[config.mk]
export PLATFORM = sky130hd
export DESIGN_NAME = rcpd_top
export DESIGN_NICKNAME = d
export VERILOG_FILES = /design/src/hw/rcpd_pkg.sv /design/src/hw/rcpd_decode.sv /design/src/hw/rcpd_top.sv
export VERILOG_INCLUDE_DIRS = /design/src /design/src/hw
export SDC_FILE = /design/constraint.sdc
export NUM_CORES = 1
export LEC_CHECK = 0
export BUFFER_PORTS_ARGS = -buffer_cell sky130_fd_sc_hd__buf_2
export CORE_MARGIN = 10
export CORE_UTILIZATION = 41
export CTS_CLUSTER_DIAMETER = 100
export CTS_CLUSTER_SIZE = 40
export DETAILED_ROUTE_END_ITERATION = 12
export PLACE_DENSITY = 0.7
export SLEW_MARGIN = 25
export SYNTH_ARGS = -nofsm -noshare
export SYNTH_HDL_FRONTEND = slang
export SYNTH_SLANG_ARGS = --single-unit
[constraint.sdc]
create_clock -name sys_clk_i -period 1.05 [get_ports sys_clk_i]
set_clock_uncertainty 0.2 [all_clocks]
set_input_delay 0.21 -clock sys_clk_i [delete_from_list [all_inputs] [get_ports sys_clk_i]]
set_output_delay 0.21 -clock sys_clk_i [all_outputs]
set_load 0.005 [all_outputs]
[src/hw/rcpd_consts.svh]
// rcpd_consts.svh: codes, pin encodings and reset defaults of the reset configuration decoder
// assumes: included by the design modules rcpd_decode and rcpd_top, not by the package; definitions only
`ifndef RCPD_CONSTS_SVH
`define RCPD_CONSTS_SVH

// ----------------------------------------------------------------------
// pin encodings as sampled during reset
// ----------------------------------------------------------------------
`define RCPD_CFG_ENABLED 1'b0
`define RCPD_BW_PIN_32A 2'b00
`define RCPD_BW_PIN_16 2'b01
`define RCPD_BW_PIN_8 2'b10
`define RCPD_BW_PIN_32B 2'b11
`define RCPD_DRIVE_PIN_FULL 1'b1
`define RCPD_SEL_PIN_3ADDR 2'b00
`define RCPD_SEL_PIN_1CS 2'b10
`define RCPD_SEL_PIN_2CS 2'b01
`define RCPD_SEL_PIN_3CS 2'b11

// ----------------------------------------------------------------------
// chip select masks for upper_address_lines, bit 2 is the top pin
// ----------------------------------------------------------------------
`define RCPD_CS_MASK_NONE 3'h0
`define RCPD_CS_MASK_1CS 3'h4
`define RCPD_CS_MASK_2CS 3'h6
`define RCPD_CS_MASK_3CS 3'h7

// ----------------------------------------------------------------------
// defaults when pin configuration is off, and reset values
// ----------------------------------------------------------------------
`define RCPD_DEF_PAD_FULL 1'b0
`define RCPD_RST_PINS 8'hff

`endif

[src/hw/rcpd_pkg.sv]
// rcpd_pkg.sv: types of the reset configuration decoder
// assumes: nothing outside this file; rcpd_consts.svh is not included here
package rcpd_pkg;

	// ----------------------------------------------------------------------
	// decoded settings
	// ----------------------------------------------------------------------
	typedef enum logic [1:0] {
		RCPD_BOOT_W32 = 2'b00,
		RCPD_BOOT_W16 = 2'b01,
		RCPD_BOOT_W8 = 2'b10
	} rcpd_boot_width_t;

	typedef enum logic [1:0] {
		RCPD_CLK_EXT_NO_PLL = 2'b00,
		RCPD_CLK_PLL_1TO1 = 2'b01,
		RCPD_CLK_PLL_EXT_REF = 2'b10,
		RCPD_CLK_PLL_XTAL = 2'b11
	} rcpd_clock_mode_t;

	typedef enum logic [1:0] {
		RCPD_ADDR_3A = 2'b00,
		RCPD_ADDR_1CS_2A = 2'b01,
		RCPD_ADDR_2CS_1A = 2'b10,
		RCPD_ADDR_3CS = 2'b11
	} rcpd_addr_use_t;

	typedef enum logic [0:0] {
		RCPD_ST_CAPTURE = 1'b0,
		RCPD_ST_LOCKED = 1'b1
	} rcpd_state_t;

	// ----------------------------------------------------------------------
	// carriers
	// ----------------------------------------------------------------------
	typedef struct packed {
		logic config_enable_n;
		logic [1:0] boot_width_pins;
		logic pad_drive_pin;
		logic clock_mode_hi;
		logic clock_mode_lo;
		logic [1:0] select_line_choice_pins;
	} rcpd_pins_t;

	typedef struct packed {
		logic pin_config_used;
		rcpd_boot_width_t boot_width;
		logic pad_full_drive;
		rcpd_clock_mode_t clock_mode;
		rcpd_addr_use_t addr_use;
		logic [2:0] cs_mask;
	} rcpd_settings_t;

endpackage

[src/hw/rcpd_decode.sv]
// rcpd_decode.sv: combinational decode of captured configuration pins into settings
// assumes: its input is already frozen by the caller, it holds no state
`timescale 1ns/100ps
`default_nettype none
`include "rcpd_consts.svh"

module rcpd_decode import rcpd_pkg::*; (
	input wire rcpd_pins_t pins_i,
	output var rcpd_settings_t settings_o
);

	function automatic rcpd_boot_width_t rcpd_boot_f(input logic [1:0] code);
		case (code)
			`RCPD_BW_PIN_8: rcpd_boot_f = RCPD_BOOT_W8;
			`RCPD_BW_PIN_16: rcpd_boot_f = RCPD_BOOT_W16;
			default: rcpd_boot_f = RCPD_BOOT_W32;
		endcase
	endfunction

	function automatic rcpd_addr_use_t rcpd_addr_f(input logic [1:0] code);
		case (code)
			`RCPD_SEL_PIN_1CS: rcpd_addr_f = RCPD_ADDR_1CS_2A;
			`RCPD_SEL_PIN_2CS: rcpd_addr_f = RCPD_ADDR_2CS_1A;
			`RCPD_SEL_PIN_3CS: rcpd_addr_f = RCPD_ADDR_3CS;
			default: rcpd_addr_f = RCPD_ADDR_3A;
		endcase
	endfunction

	function automatic logic [2:0] rcpd_mask_f(input rcpd_addr_use_t use_v);
		case (use_v)
			RCPD_ADDR_1CS_2A: rcpd_mask_f = `RCPD_CS_MASK_1CS;
			RCPD_ADDR_2CS_1A: rcpd_mask_f = `RCPD_CS_MASK_2CS;
			RCPD_ADDR_3CS: rcpd_mask_f = `RCPD_CS_MASK_3CS;
			default: rcpd_mask_f = `RCPD_CS_MASK_NONE;
		endcase
	endfunction

	logic enabled;
	rcpd_addr_use_t addr_use;

	always_comb begin
		enabled = (pins_i.config_enable_n == `RCPD_CFG_ENABLED);
		addr_use = enabled ? rcpd_addr_f(pins_i.select_line_choice_pins) : RCPD_ADDR_3A;
		settings_o.pin_config_used = enabled;
		// boot width reads back as 32-bit unless the pins chose otherwise
		settings_o.boot_width = enabled ? rcpd_boot_f(pins_i.boot_width_pins) : RCPD_BOOT_W32;
		settings_o.pad_full_drive = enabled ? (pins_i.pad_drive_pin == `RCPD_DRIVE_PIN_FULL)
			: `RCPD_DEF_PAD_FULL;
		// clock mode pins are dedicated, so they apply whatever the enable says
		settings_o.clock_mode = rcpd_clock_mode_t'({pins_i.clock_mode_hi, pins_i.clock_mode_lo});
		settings_o.addr_use = addr_use;
		settings_o.cs_mask = rcpd_mask_f(addr_use);
	end

endmodule
`default_nettype wire

[src/hw/rcpd_top.sv]
// rcpd_top.sv: reset-time capture of the configuration pins and the held, decoded settings
// assumes: one 25 MHz clock, synchronous active-high reset; pins are synchronous to the clock
`timescale 1ns/100ps
`default_nettype none
`include "rcpd_consts.svh"

module rcpd_top import rcpd_pkg::*; (
	input wire logic sys_clk_i,
	input wire logic srst_i,
	input wire logic config_enable_n_i,
	input wire logic [1:0] boot_width_pins_i,
	input wire logic pad_drive_pin_i,
	input wire logic clock_mode_hi_i,
	input wire logic clock_mode_lo_i,
	input wire logic [1:0] select_line_choice_pins_i,
	output var rcpd_settings_t settings_o,
	output logic config_valid_o
);

	// ----------------------------------------------------------------------
	// capture state
	// ----------------------------------------------------------------------
	rcpd_pins_t live_pins;
	rcpd_pins_t pins_ff;
	rcpd_pins_t nxt_pins;
	rcpd_state_t state_ff;
	rcpd_state_t nxt_state;
	rcpd_settings_t settings_ff;
	rcpd_settings_t nxt_settings;
	rcpd_settings_t decoded;
	rcpd_settings_t default_settings;

	assign live_pins = '{
		config_enable_n: config_enable_n_i,
		boot_width_pins: boot_width_pins_i,
		pad_drive_pin: pad_drive_pin_i,
		clock_mode_hi: clock_mode_hi_i,
		clock_mode_lo: clock_mode_lo_i,
		select_line_choice_pins: select_line_choice_pins_i
	};

	// settings shown while reset is held: the disabled-configuration defaults, with clock mode set to external without PLL
	assign default_settings = '{
		pin_config_used: 1'b0,
		boot_width: RCPD_BOOT_W32,
		pad_full_drive: `RCPD_DEF_PAD_FULL,
		clock_mode: RCPD_CLK_EXT_NO_PLL,
		addr_use: RCPD_ADDR_3A,
		cs_mask: `RCPD_CS_MASK_NONE
	};

	rcpd_decode u_decode (
		.pins_i(pins_ff),
		.settings_o(decoded)
	);

	// ----------------------------------------------------------------------
	// next-state logic
	// ----------------------------------------------------------------------
	// pins are resampled on every reset edge, so the last edge before release wins;
	// glitches earlier in reset do no harm as long as the pins settle before release
	always_comb begin
		nxt_pins = pins_ff;
		nxt_state = state_ff;
		nxt_settings = settings_ff;
		case (state_ff)
			RCPD_ST_CAPTURE: begin
				if (!srst_i) begin
					nxt_state = RCPD_ST_LOCKED;
					nxt_settings = decoded;
				end
			end
			RCPD_ST_LOCKED: begin
				nxt_state = RCPD_ST_LOCKED;
			end
			default: begin
				nxt_state = RCPD_ST_CAPTURE;
			end
		endcase
		if (srst_i) begin
			nxt_pins = live_pins;
			nxt_state = RCPD_ST_CAPTURE;
			nxt_settings = default_settings;
		end
	end

	always_ff @(posedge sys_clk_i) begin
		state_ff <= nxt_state;
		pins_ff <= nxt_pins;
		settings_ff <= nxt_settings;
	end

	assign settings_o = settings_ff;
	assign config_valid_o = (state_ff == RCPD_ST_LOCKED);

	// ----------------------------------------------------------------------
	// checks
	// ----------------------------------------------------------------------
	logic past_valid_ff;
	logic nxt_past_valid;

	always_comb begin
		nxt_past_valid = config_valid_o && !srst_i;
	end

	always_ff @(posedge sys_clk_i) begin
		past_valid_ff <= nxt_past_valid;
	end

	property p_disabled_cfg;
		@(posedge sys_clk_i) disable iff (srst_i)
		(config_valid_o && pins_ff.config_enable_n) |-> !settings_o.pin_config_used;
	endproperty
	a_disabled_cfg: assert property (p_disabled_cfg) else $error("pin configuration used while disabled");

	property p_enabled_cfg;
		@(posedge sys_clk_i) disable iff (srst_i)
		(config_valid_o && !pins_ff.config_enable_n) |-> settings_o.pin_config_used;
	endproperty
	a_enabled_cfg: assert property (p_enabled_cfg) else $error("pin configuration ignored while enabled");

	property p_boot_decode;
		@(posedge sys_clk_i) disable iff (srst_i)
		(config_valid_o && !pins_ff.config_enable_n) |->
			(settings_o.boot_width == ((pins_ff.boot_width_pins == `RCPD_BW_PIN_8) ? RCPD_BOOT_W8 :
			(pins_ff.boot_width_pins == `RCPD_BW_PIN_16) ? RCPD_BOOT_W16 : RCPD_BOOT_W32));
	endproperty
	a_boot_decode: assert property (p_boot_decode) else $error("boot width decoded wrongly");

	property p_boot_default;
		@(posedge sys_clk_i) disable iff (srst_i)
		(config_valid_o && pins_ff.config_enable_n) |-> (settings_o.boot_width == RCPD_BOOT_W32);
	endproperty
	a_boot_default: assert property (p_boot_default) else $error("boot width default not 32-bit");

	property p_drive_decode;
		@(posedge sys_clk_i) disable iff (srst_i)
		(config_valid_o && !pins_ff.config_enable_n) |->
			(settings_o.pad_full_drive == (pins_ff.pad_drive_pin == `RCPD_DRIVE_PIN_FULL));
	endproperty
	a_drive_decode: assert property (p_drive_decode) else $error("pad drive decoded wrongly");

	property p_drive_default;
		@(posedge sys_clk_i) disable iff (srst_i)
		(config_valid_o && pins_ff.config_enable_n) |-> (settings_o.pad_full_drive == `RCPD_DEF_PAD_FULL);
	endproperty
	a_drive_default: assert property (p_drive_default) else $error("pad drive default not partial");

	property p_clock_decode;
		@(posedge sys_clk_i) disable iff (srst_i)
		config_valid_o |-> (settings_o.clock_mode == {pins_ff.clock_mode_hi, pins_ff.clock_mode_lo});
	endproperty
	a_clock_decode: assert property (p_clock_decode) else $error("clock mode decoded wrongly");

	property p_select_decode;
		@(posedge sys_clk_i) disable iff (srst_i)
		(config_valid_o && !pins_ff.config_enable_n) |->
			(settings_o.cs_mask == ((pins_ff.select_line_choice_pins == `RCPD_SEL_PIN_1CS) ? `RCPD_CS_MASK_1CS :
			(pins_ff.select_line_choice_pins == `RCPD_SEL_PIN_2CS) ? `RCPD_CS_MASK_2CS :
			(pins_ff.select_line_choice_pins == `RCPD_SEL_PIN_3CS) ? `RCPD_CS_MASK_3CS : `RCPD_CS_MASK_NONE));
	endproperty
	a_select_decode: assert property (p_select_decode) else $error("chip select use decoded wrongly");

	property p_addr_default;
		@(posedge sys_clk_i) disable iff (srst_i)
		(config_valid_o && pins_ff.config_enable_n) |->
			(settings_o.addr_use == RCPD_ADDR_3A && settings_o.cs_mask == `RCPD_CS_MASK_NONE);
	endproperty
	a_addr_default: assert property (p_addr_default) else $error("upper pins not address lines by default");

	property p_release_valid;
		@(posedge sys_clk_i)
		(srst_i ##1 !srst_i) |-> (!config_valid_o ##1 config_valid_o);
	endproperty
	a_release_valid: assert property (p_release_valid) else $error("settings not valid one edge after release");

	property p_hold;
		@(posedge sys_clk_i) disable iff (srst_i)
		(past_valid_ff && config_valid_o) |-> ($stable(settings_o) && $stable(pins_ff));
	endproperty
	a_hold: assert property (p_hold) else $error("settings changed outside reset");

	property p_reset_clears;
		@(posedge sys_clk_i)
		srst_i |=> (!config_valid_o && !settings_o.pin_config_used);
	endproperty
	a_reset_clears: assert property (p_reset_clears) else $error("reset did not return to capture");

	property p_capture_last;
		@(posedge sys_clk_i)
		srst_i |=> (pins_ff == $past(live_pins));
	endproperty
	a_capture_last: assert property (p_capture_last) else $error("pins not sampled during reset");

	c_enabled_8bit: cover property (@(posedge sys_clk_i) disable iff (srst_i)
		config_valid_o && settings_o.pin_config_used && settings_o.boot_width == RCPD_BOOT_W8);
	c_disabled: cover property (@(posedge sys_clk_i) disable iff (srst_i)
		config_valid_o && !settings_o.pin_config_used);
	c_three_cs: cover property (@(posedge sys_clk_i) disable iff (srst_i)
		config_valid_o && settings_o.addr_use == RCPD_ADDR_3CS && settings_o.pad_full_drive);
	c_pins_move_after: cover property (@(posedge sys_clk_i) disable iff (srst_i)
		config_valid_o && (live_pins != pins_ff));

endmodule
`default_nettype wire

# Word-level counts from Yosys, hierarchy flattened
# Cells that the tools add are included.
[op_classes] eq_ne=8 muxes=7 bitwise=1
[op_table] operator="$eq 2x2->1 const B" count=5
[op_table] operator="$pmux 3 s3" count=1
[op_table] operator="$eq 2x1->1 const B" count=3
[op_table] operator="$pmux 2 s3" count=1
[op_table] operator="$mux 2" count=2
[op_table] operator="$pmux 2 s2" count=1
[op_table] operator="$mux 1" count=2
[op_table] operator="$not 1->1" count=1
[word_totals] reg_bits=20 in_bits=10 output_inout_bits=12 word_cells=29

# Depth between registers and ports, before layout
# Gate-level depths: netlist (run 1).
[logic_depth] ltp_word=5 ltp_mapped=3

# Cells and area by module
# From an unflattened synthesis (run 1), not the netlist that was laid out.
[unflattened] hier_cells=57 area_unflattened_um2=748.2
[by_module_without_submodules] module="rcpd_top" n_inst=1 cells_each=45 area_each_um2=651.9
[by_module_without_submodules] module="rcpd_decode" n_inst=1 cells_each=12 area_each_um2=96.3

# Worst setup path before layout (run 1)
# OpenSTA, ideal clock, no wires.
[synth_timing] kind="register -> register" from="register state_ff, in the netlist config_valid_o" to="register settings_ff (netlist bit settings_o[5])" setup_ns=0.128 t_arrival_ns=0.809 t_required_ns=0.722 slack_ns=-0.087 path_stages_with_launch=4 n_path_buf=1 period_less_slack_ns=1.137 path_cell_list="dfxtp_1 -> buf_6 -> mux2i_1 -> nor2_1"
[synth_lines] element="from (decl)" line_no="rcpd_top.sv:26" source="rcpd_state_t state_ff;"
[synth_lines] element="from (signal assigned)" line_no="rcpd_top.sv:88" source="state_ff <= nxt_state;"
[synth_lines] element="to (signal assigned)" line_no="rcpd_top.sv:90" source="settings_ff <= nxt_settings;"
[synth_lines] element="to (decl)" line_no="rcpd_top.sv:28" source="rcpd_settings_t settings_ff;"

==> results of run 1 <==
synth_stat cells, drive strengths merged:
library cell / number
edfxtp: 8
nand2: 1
a22oi: 1
buf: 2
nor4bb: 1
nor4b: 2
inv: 1
o21ai: 1
nor2: 10
a21oi: 7
mux2i: 2
nor3b: 2
clkbuf: 1
dfxtp: 11
layer usage:
metal  vias up  wire length, um  global-route usage [%]
met5         -                0                       0
met4         0                9                    3.93
met3         2              136                    4.29
met2        18              808                    14.3
met1       232              588                    9.29
li1        263                -                       -
cells by family after synthesis:
group                  Yosys count  share of synthesized area, %
AO/OA/AOI/OAI                    9                          7.45
buffers and inverters            4                          4.12
flip-flops                      19                          72.2
multiplexers                     2                          3.14
AND/OR/NAND/NOR                 16                          13.1
where the power goes:
part | total (mW) | internal (mW) | switching (mW)
clock | 0.346 | 0.147 | 0.198
combinational | 0.207 | 0.131 | 0.0757
sequential | 0.851 | 0.821 | 0.0300
total | 1.40 | 1.10 | 0.304
layout make-up:
cell class	instances	area, sq um	share of cell area (%)
Timing Repair Buffer	43	350	32.6
Clock buffer	4	26.3	2.45
Multi-Input combinational cell	27	196	18.3
Sequential cell	19	477	44.4
Inverter	1	3.75	0.350
Tap cell	16	20.0	1.86
state kept, by name, summed over array words and instances, names as in the netlist:
name	cells
settings_o	10
pins_ff	8
config_valid_o	1
per-stage QoR:
step / TNS [ps] / hold WS [ps] / util [%] / instances / total power [mW]
6_report: -2640 / 71.0 / 72.1 / 110 / 1.40
3_5_place_dp: -553 / 188 / 53.0 / 90 / 0.976
5_1_grt: -3560 / 84.9 / 72.1 / 110 / 1.47
2_1_floorplan: -44.3 / 79.1 / - / 50 / 0.907
3_3_place_gp: -311 / 186 / 53.0 / 90 / 0.969
4_1_cts: -2460 / 69.6 / 67.3 / 106 / 1.38
critical path, delay by kind of cell, from the launching register on:
| kind | cells | cell delay, ps |
|---|---|---|
| buf+inv | 1 | 180 |
| simple gates | 2 | 450 |
| flops | 1 | 370 |
| compound gates | 1 | 90 |
worst paths after layout:
path                   from            end  slack [ps]  depth (start not counted)
max          config_valid_o  settings_o[8]        -310                          4
max reg2reg  config_valid_o  settings_o[8]        -310                          4
min                  srst_i  settings_o[5]          70                          2
min reg2reg   settings_o[2]  settings_o[2]         290                          2
what timing repair did:
action	CTS	global route
hold buffers	8	0
endpoints found under the hold margin	8	0
setup endpoints to repair	21	22
pin swaps	3	3
setup buffers	4	4
resized for setup	23	7
==> metrics.md, run 1 <==
| Metric | Value |
|---|---|
| Outcome | finished, violations left |
| Failing checks | setup timing |
| Max clock buf depth | 2 |
| Area Overhead vs Synth | 68.2% |
| Tot GR Track Use | 8.77% |
| Vias/cell | 4.68 |
| Crit end category | flip-flop |
| Pin count of the biggest net entering global routing | 14 |
| Leakage power | 0.460 nW |
| Worst vdd ir | 1140 uV |
| Fillers | 91 |
| Number of distinct library cells after synthesis | 15 |
| H-tree depth | 1 |
| Slew Limit Fails | 0 |
| Max incr delay on CP | 370 ps |
| Arrival time at the worst endpoint | 1370 ps |
| Die Ht | 59.5 um |
| Top cell type's share of synthesized area | 37.6% |
| Crit-path max FO | 9 |
| Num CTS Buffers | 3 |
| Top cells by area, synth | edfxtp_1, dfxtp_1, nor2_1 |
| TritonCTS clock tree | built |
| Number of I/O pins | 22 |
| Initial antenna violation count | 0 |
| Remaining routing DRC violations | 0 |
| Final WL | 1540 um |
| Wire per inst | 14.0 um |
| Max Cap Viol | 0 |
| Syn_nets | 60 |
| Antenna viol nets, final | 0 |
| CP Launch Type | flip-flop |
| Clock period minus final worst setup slack | 1360 ps |
| Setup violators final | 21 |
| Area leader, netlist | edfxtp_1 |
| Skew-Pair Late Insertion Delay | 280 ps |
| CP max-delay cell | dfxtp_4 |
| DR pass1 iterations | 4 |
| First-pass GRT wire length | 2430 um |
| Reg clk slew, reported paths | 100 ps |
| Worst slew margin | 81.8% |
| Starting DRT DRC Count | 6 |
| Syn_area_per_cell | 12.8 sq um |
| Most common cell after layout, fill and taps aside | buf_4 |
| Required time of the critical path | 1060 ps |
| Vias in the first global route | 547 |
| Die area | 3530 sq um |
| Vias | 515 |
| GRT overflow | 0 |
| Most frequent cells in the layout | buf_4, buf_2, buf_6, dfxtp_2, nor2_1 |
| Seq cells post-synth | 19 |
| Final cell area excluding filler cells | 1070 sq um |
| Hold Fails Final Rpt | 0 |
| Critical Setup Path Class | flip-flop to flip-flop |
| Fin nets | 105 |
| Initial core utilization | 42.9% |
| Unrepaired setup endpoints after global routing | yes |
| Final worst-path cycle share | 129% |
| Dpl cell area | 790 sq um |
| Core box area | 1490 sq um |
| Ys Warns | 0 |
| Worst-path cell chain | buf_4 -> nor4b_2 -> a21oi_1 -> nor2_1 |
| Fin worst setup slack | -309 ps |
| Antenna diodes | 0 |
| Root Buffer | clkbuf_4 |
| Share of layout cells above drive strength 1 | 60.6% |
| Hpwl dp | 975 um |
| Sequential fraction of the synthesis area | 72.2% |
| CTS Sinks | 19 |
| HP Class | input pin to flip-flop |
| Die X | 59.5 um |
| Synth Instances | 50 |
| Worst slew pin tran | 273 ps |
| F_max | 736 MHz |
| # rows | 14 |
| Port Buffers | 21 |
| Pwr dens | 1310 nW/um^2 |
| Pre-CTS WS | -130 ps |
| GP Congestion | 0.633 |
| Mapped Area | 638 sq um |
Power figures use the tool's default switching activity.
==> run 2, diff against run 1 <==
- ABC_AREA: unset -> 1
==> metrics.md, run 2 <==
| Metric | Value |
|---|---|
| Die area | 3570 sq um (+1.0%) |
| Crit end category | flip-flop |
| Die Ht | 59.8 um (+0.52%) |
| Max Cap Viol | 0 (unchanged) |
| Port Buffers | 21 (unchanged) |
| Initial core utilization | 43.0% (+0.17 points) |
| Synth Area in Compound Gates | 6.95% (-0.50 points) |
| Number of distinct library cells after synthesis | 14 (-1) |
| Max clock buf depth | 2 (unchanged) |
| Antenna diodes | 0 (unchanged) |
| Skew-Pair Late Insertion Delay | 290 ps (about the same) |
| # rows | 14 (unchanged) |
| Area leader, netlist | edfxtp_1 |
| FFs w/ async S/R, synth | 0% (unchanged) |
| Synth Area in Adders | 0% (unchanged) |
| Largest family of logic cells by synthesized area | simple AND/OR/NAND/NOR gates |
| Post-synth EDFFs | 8 (unchanged) |
| Fin worst setup slack | -153 ps (+156 ps) |
| Most numerous cell in the Yosys netlist | dfxtp_1 |
| Core box area | 1510 sq um (+1.2%) |
| Area Overhead vs Synth | 56.6% |
| First-pass GRT wire length | 2040 um (-16%) |
| CTS Sinks | 19 (unchanged) |
| Ys Warns | 0 (unchanged) |
| Pwr dens | 1360 nW/um^2 (+4.0%) |
| Mux cell area share after synthesis | 0% (-3.1 points) |
| Failing checks | setup timing |
| GP Congestion | 0.698 (+10%) |
| Crit-path max FO | 7 (-2) |
| Vias | 494 (-4.1%) |
| Fillers | 116 (+27%) |
| Max incr delay on CP | 360 ps (about the same) |
| CP Launch Type | flip-flop |
| TritonCTS clock tree | built |
| Worst-path cell chain | buf_6 -> nor2_4 -> nand3_2 -> a21oi_2 |
| Dpl cell area | 772 sq um (-2.2%) |
| Starting DRT DRC Count | 7 (+1) |
| Power after layout | 1.38 mW (-1.7%) |
| Final Non-Filler Cells | 111 (+0.91%) |
| Final cell area excluding filler cells | 1010 sq um (-5.5%) |
| Reg clk slew, reported paths | 100 ps (about the same) |
| Hold Fails Final Rpt | 0 (unchanged) |
| Final WL | 1420 um (-8.0%) |
| Root Buffer | clkbuf_4 |
| Syn_nets | 67 (+12%) |
| Top cell type's share of synthesized area | 37.1% (-0.58 points) |
| Leakage power | 0.444 nW (-3.6%) |
| Num CTS Buffers | 3 (unchanged) |
| F_max | 831 MHz (+13%) |
| Clock period minus final worst setup slack | 1200 ps (-156 ps) |
| H-tree depth | 1 (unchanged) |
| Top cells by area, synth | edfxtp_1, dfxtp_1, nand2_1 |
| Vias in the first global route | 466 (-15%) |
| Commonest cells in the netlist | dfxtp_1, nand2_1, edfxtp_1 |
| Total area of sequential cells | 477 sq um (unchanged) |
| Sequential fraction of the synthesis area | 71.0% (-1.1 points) |
| Final worst-path cycle share | 115% (-15 points) |
| DR pass1 iterations | 4 (unchanged) |
| Number of I/O pins | 22 (unchanged) |
| Slew Limit Fails | 0 (unchanged) |
| Syn_area_per_cell | 11.4 sq um (-11%) |
| Most used flip-flop cell after synthesis | dfxtp_1 |
| Worst slew margin | 85.3% (+3.5 points) |
| Most frequent cells in the layout | buf_2, nand2_1, dfxtp_2, buf_6 |
| Tot GR Track Use | 7.44% (-1.3 points) |
| Hold Worst Slack | 66.2 ps (-4.82 ps) |
| Synth Instances | 57 (+14%) |
| Seq cells post-synth | 19 (unchanged) |
| Initial antenna violation count | 0 (unchanged) |
| Mapped Area | 648 sq um (+1.6%) |
| Critical Setup Path Class | flip-flop to flip-flop |
| Placed Cells incl. Taps | 94 (+4.4%) |
| Setup violators final | 22 (+4.8%) |
| Outcome | finished, violations left |
| Most common cell after layout, fill and taps aside | buf_2 |
| Die X | 59.8 um (+0.52%) |
| Wire per inst | 12.8 um (-8.8%) |
| HP Class | input pin to flip-flop |
| Area of the multi-input gates | 185 sq um (-5.7%) |
| Pin count of the biggest net entering global routing | 11 (-3) |
| GRT overflow | 0 (unchanged) |
| Antenna viol nets, final | 0 (unchanged) |
| Unrepaired setup endpoints after global routing | yes |
| Max reg flops | 10 (unchanged) |
| Worst vdd ir | 1010 uV (-12%) |
| Post-synthesis simple-gate area fraction | 16.0% (+2.9 points) |
| Remaining routing DRC violations | 0 (unchanged) |
| Vias/cell | 4.45 (-4.9%) |
| Post-Synth XOR/XNOR Area | 0% (unchanged) |
| Arrival time at the worst endpoint | 1220 ps (-150 ps) |
| CP max-delay cell | dfxtp_4 |
| Required time of the critical path | 1070 ps (about the same) |
| Worst slew pin tran | 220 ps (-52.5 ps) |
| Fin nets | 106 (+0.95%) |
| Hpwl dp | 900 um (-7.7%) |
| Share of layout cells above drive strength 1 | 58.9% (-1.7 points) |
==> run 2: changes by cell type in the layout (fill, tap and decap cells not counted), sizes merged <==
cell	change
mux2i	-2
nand2	+11
nor4b	-2
nand3	+3
a22oi	-1
o21ai	+1
inv	+3
nor4bb	-1
nor2	-3
nor3b	-2
buf	-6
==> run 2: final timing paths <==
path | from | cells past startpoint | to | slack [ps]
setup reg to reg | config_valid_o | 4 | settings_o[9] | -150
hold reg to reg | settings_o[3] | 2 | settings_o[3] | 280
setup / recovery | config_valid_o | 4 | settings_o[9] | -150
hold / removal | srst_i | 2 | config_valid_o | 70
==> run 2: cells by family (layout without fill, tap and decap cells) <==
family,Yosys count,in the layout
buffers and inverters,7,45
DFF,19,19
and+or+nand+nor,22,22
AOI/OAI and AO/OA,9,9
==> run 2: final cells by class <==
| cell class | instances | share of cell area [%] |
|---|---|---|
| Sequential cell | 19 | 47.0 |
| Clock buffer | 4 | 2.59 |
| Inverter | 4 | 1.48 |
| Timing Repair Buffer | 37 | 28.7 |
| Tap cell | 16 | 1.97 |
| Multi-Input combinational cell | 31 | 18.2 |
==> run 2: through the flow <==
step	setup TNS [ps]	setup slack, ps	utilization (%)
finish	-2480	-153	67.4
global route	-3410	-200	67.4
CTS	-2130	-119	61.4
detailed placement	-215	-43.2	51.2
global placement	-278	-59.2	51.2
floorplan	0	14.7	-
==> run 2: metal layers <==
metal	routed length [um]	vias to the layer above	GRT usage, %
li1	-	264	-
met1	623	213	8.75
met2	677	15	11.0
met3	91	2	2.12
met4	27	0	5.77
met5	0	-	0
==> run 2: critical path: cells and delay by family (launching register included) <==
family,cells,cell delay (ps)
DFF,1,360
AOI/OAI and AO/OA,1,140
buffers and inverters,1,120
and+or+nand+nor,2,310
==> run 2: timing repair <==
| action | in CTS | in global routing |
|---|---|---|
| setup buffers | 2 | 3 |
| setup endpoints to repair | 21 | 22 |
| hold endpoints to repair | 8 | 0 |
| hold buffers | 8 | 0 |
| resized for setup | 16 | 16 |
| pin swaps | 2 | 5 |
==> run 2: power breakdown <==
part           switching, mW  total, mW  internal, mW
clock                  0.204      0.352         0.148
combinational         0.0758      0.179         0.104
sequential            0.0269      0.849         0.822
==> run 3, diff against run 2 <==
- CELL_PAD_IN_SITES_DETAIL_PLACEMENT: unset -> 0
- CELL_PAD_IN_SITES_GLOBAL_PLACEMENT: unset -> 2
- CORE_UTILIZATION: 41 -> 25
- PLACE_DENSITY: 0.7 -> unset
- PLACE_DENSITY_LB_ADDON: unset -> 0.1
==> metrics.md, run 3 (synthesis results as in run 2) <==
| Metric | Value |
|---|---|
| Pin count of the biggest net entering global routing | 12 (+1) |
| CP max-delay cell | dfxtp_4 |
| TritonCTS clock tree | built |
| H-tree depth | 1 (unchanged) |
| Max incr delay on CP | 370 ps (about the same) |
| Worst slew margin | 84.4% (-0.89 points) |
| Vias in the first global route | 606 (+30%) |
| Reg clk slew, reported paths | 100 ps (about the same) |
| Buf/Inv on CP | 2 (+1) |
| Max reg flops | 10 (unchanged) |
| Vias/cell | 4.17 (-6.4%) |
| Pre-CTS WS | -69.1 ps (-25.9 ps) |
| GRT overflow | 0 (unchanged) |
| Setup violators final | 22 (unchanged) |
| Worst-path cell chain | buf_12 -> nor2_4 -> buf_4 -> a21oi_2 -> nor2_1 |
| Initial core utilization | 26.2% (-17 points) |
| Required time of the critical path | 1080 ps (about the same) |
| Total area of sequential cells | 477 sq um (unchanged) |
| Worst slew pin tran | 234 ps (+13.8 ps) |
| Skew-Pair Late Insertion Delay | 290 ps (about the same) |
| Tot GR Track Use | 6.09% (-1.4 points) |
| Slew Limit Fails | 0 (unchanged) |
| Die X | 70.9 um (+19%) |
| Hold Worst Slack | 87.4 ps (+21.2 ps) |
| Share of layout cells above drive strength 1 | 59.4% (+0.43 points) |
| F_max | 835 MHz (+0.44%) |
| GP Congestion | 0.643 (-7.8%) |
| # rows | 18 (+4) |
| Worst vdd ir | 854 uV (-15%) |
| Outcome | finished, violations left |
| Leakage power | 0.451 nW (+1.7%) |
| Die area | 5030 sq um (+41%) |
| Crit end category | flip-flop |
| HP Class | input pin to flip-flop |
| Number of I/O pins | 22 (unchanged) |
| Failing checks | setup timing |
| Max clock buf depth | 2 (unchanged) |
| Most frequent cells in the layout | buf_2, nand2_1, dfxtp_2 |
| Initial antenna violation count | 0 (unchanged) |
| Area Overhead vs Synth | 62.5% |
| Hold Fails Final Rpt | 0 (unchanged) |
| Remaining routing DRC violations | 0 (unchanged) |
| Root Buffer | clkbuf_4 |
| Die Ht | 70.9 um (+19%) |
| Final WL | 1430 um (+0.35%) |
| Final Util | 42.5% (-25 points) |
| Hpwl dp | 1060 um (+17%) |
| Starting DRT DRC Count | 17 (+10) |
| DR pass1 iterations | 3 (-1) |
| Crit-path max FO | 7 (unchanged) |
| Setup TNS | -2170 ps (+315 ps) |
| First-pass GRT wire length | 2570 um (+26%) |
| Unrepaired setup endpoints after global routing | yes |
| Antenna viol nets, final | 0 (unchanged) |
| Antenna diodes | 0 (unchanged) |
| Fillers | 261 (+130%) |
| Final Non-Filler Cells | 126 (+14%) |
| Final worst-path cycle share | 114% (-0.50 points) |
| Most common cell after layout, fill and taps aside | buf_2 |
| Final cell area excluding filler cells | 1050 sq um (+3.8%) |
| Clock period minus final worst setup slack | 1200 ps (-5.22 ps) |
| Fin worst setup slack | -148 ps (+5.22 ps) |
| CTS Sinks | 19 (unchanged) |
| Area of the multi-input gates | 180 sq um (-2.7%) |
| Num CTS Buffers | 3 (unchanged) |
| CP Launch Type | flip-flop |
| Fin nets | 107 (+0.94%) |
| Pwr dens | 1330 nW/um^2 (-2.4%) |
| Arrival time at the worst endpoint | 1230 ps (about the same) |
| Core box area | 2480 sq um (+64%) |
| Placed Cells incl. Taps | 110 (+17%) |
| Critical Setup Path Class | flip-flop to flip-flop |
| Dpl cell area | 805 sq um (+4.2%) |
| Power after layout | 1.40 mW (+1.3%) |
| Wire per inst | 11.3 um (-12%) |
| Crit path max-delay family | flip-flops |
| Max Cap Viol | 0 (unchanged) |
| Vias | 525 (+6.3%) |
| Port Buffers | 21 (unchanged) |
==> run 3: cell types whose count changed in the layout (fill, tap and decap cells not counted) <==
cell,delta
buf_4,+4
buf_2,-3
a21oi_1,+1
a21oi_2,-1
buf_12,+1
buf_6,-1
inv_1,-1
inv_4,+1
nand3_1,+1
nand3_2,-1
o21ai_1,-1
o21ai_2,+1
==> run 3: cell type report <==
class | instances | share of cell area (%)
well taps | 30 | 3.56
repair buffers | 38 | 29.9
flip-flops and latches | 19 | 45.2
multi-input cells | 31 | 17.1
inverters | 4 | 1.66
clock buffers | 4 | 2.49
==> run 3: metal layers <==
| metal | part of all wire [%] | global-route usage [%] | wire length, um |
|---|---|---|---|
| met4 | 1.2 | 3.23 | 17 |
| met1 | 40 | 6.46 | 574 |
| met2 | 51 | 9.89 | 723 |
| met3 | 7.7 | 2.79 | 110 |
| met5 | 0 | 0 | 0 |
==> run 3: worst reg2reg max path: cells and delay by family, from the launching register on <==
family	cells	cell delay, ps
simple gates	2	270
buf+inv	2	280
compound gates	1	30
flops	1	370
==> run 3: repair_timing <==
item	in CTS	in global routing
hold buffers	8	0
cloned	0	0
resized for setup	23	10
endpoints found under the setup margin	22	22
hold endpoints to repair	8	0
pin swaps	7	4
buffers inserted	2	3
==> run 3: path summary, 6_finish.rpt <==
kind                         end      startpoint  cells after the start  slack (ps)
setup / recovery  settings_o[10]  config_valid_o                      5        -150
hold / removal        pins_ff[3]          srst_i                      1          90
setup reg to reg  settings_o[10]  config_valid_o                      5        -150
hold reg to reg    settings_o[8]   settings_o[8]                      2         270
==> run 3: report_power, final <==
part	total [mW]	switching (mW)	internal (mW)
clock network	0.362	0.214	0.148
registers	0.850	0.0279	0.822
logic	0.187	0.0739	0.113
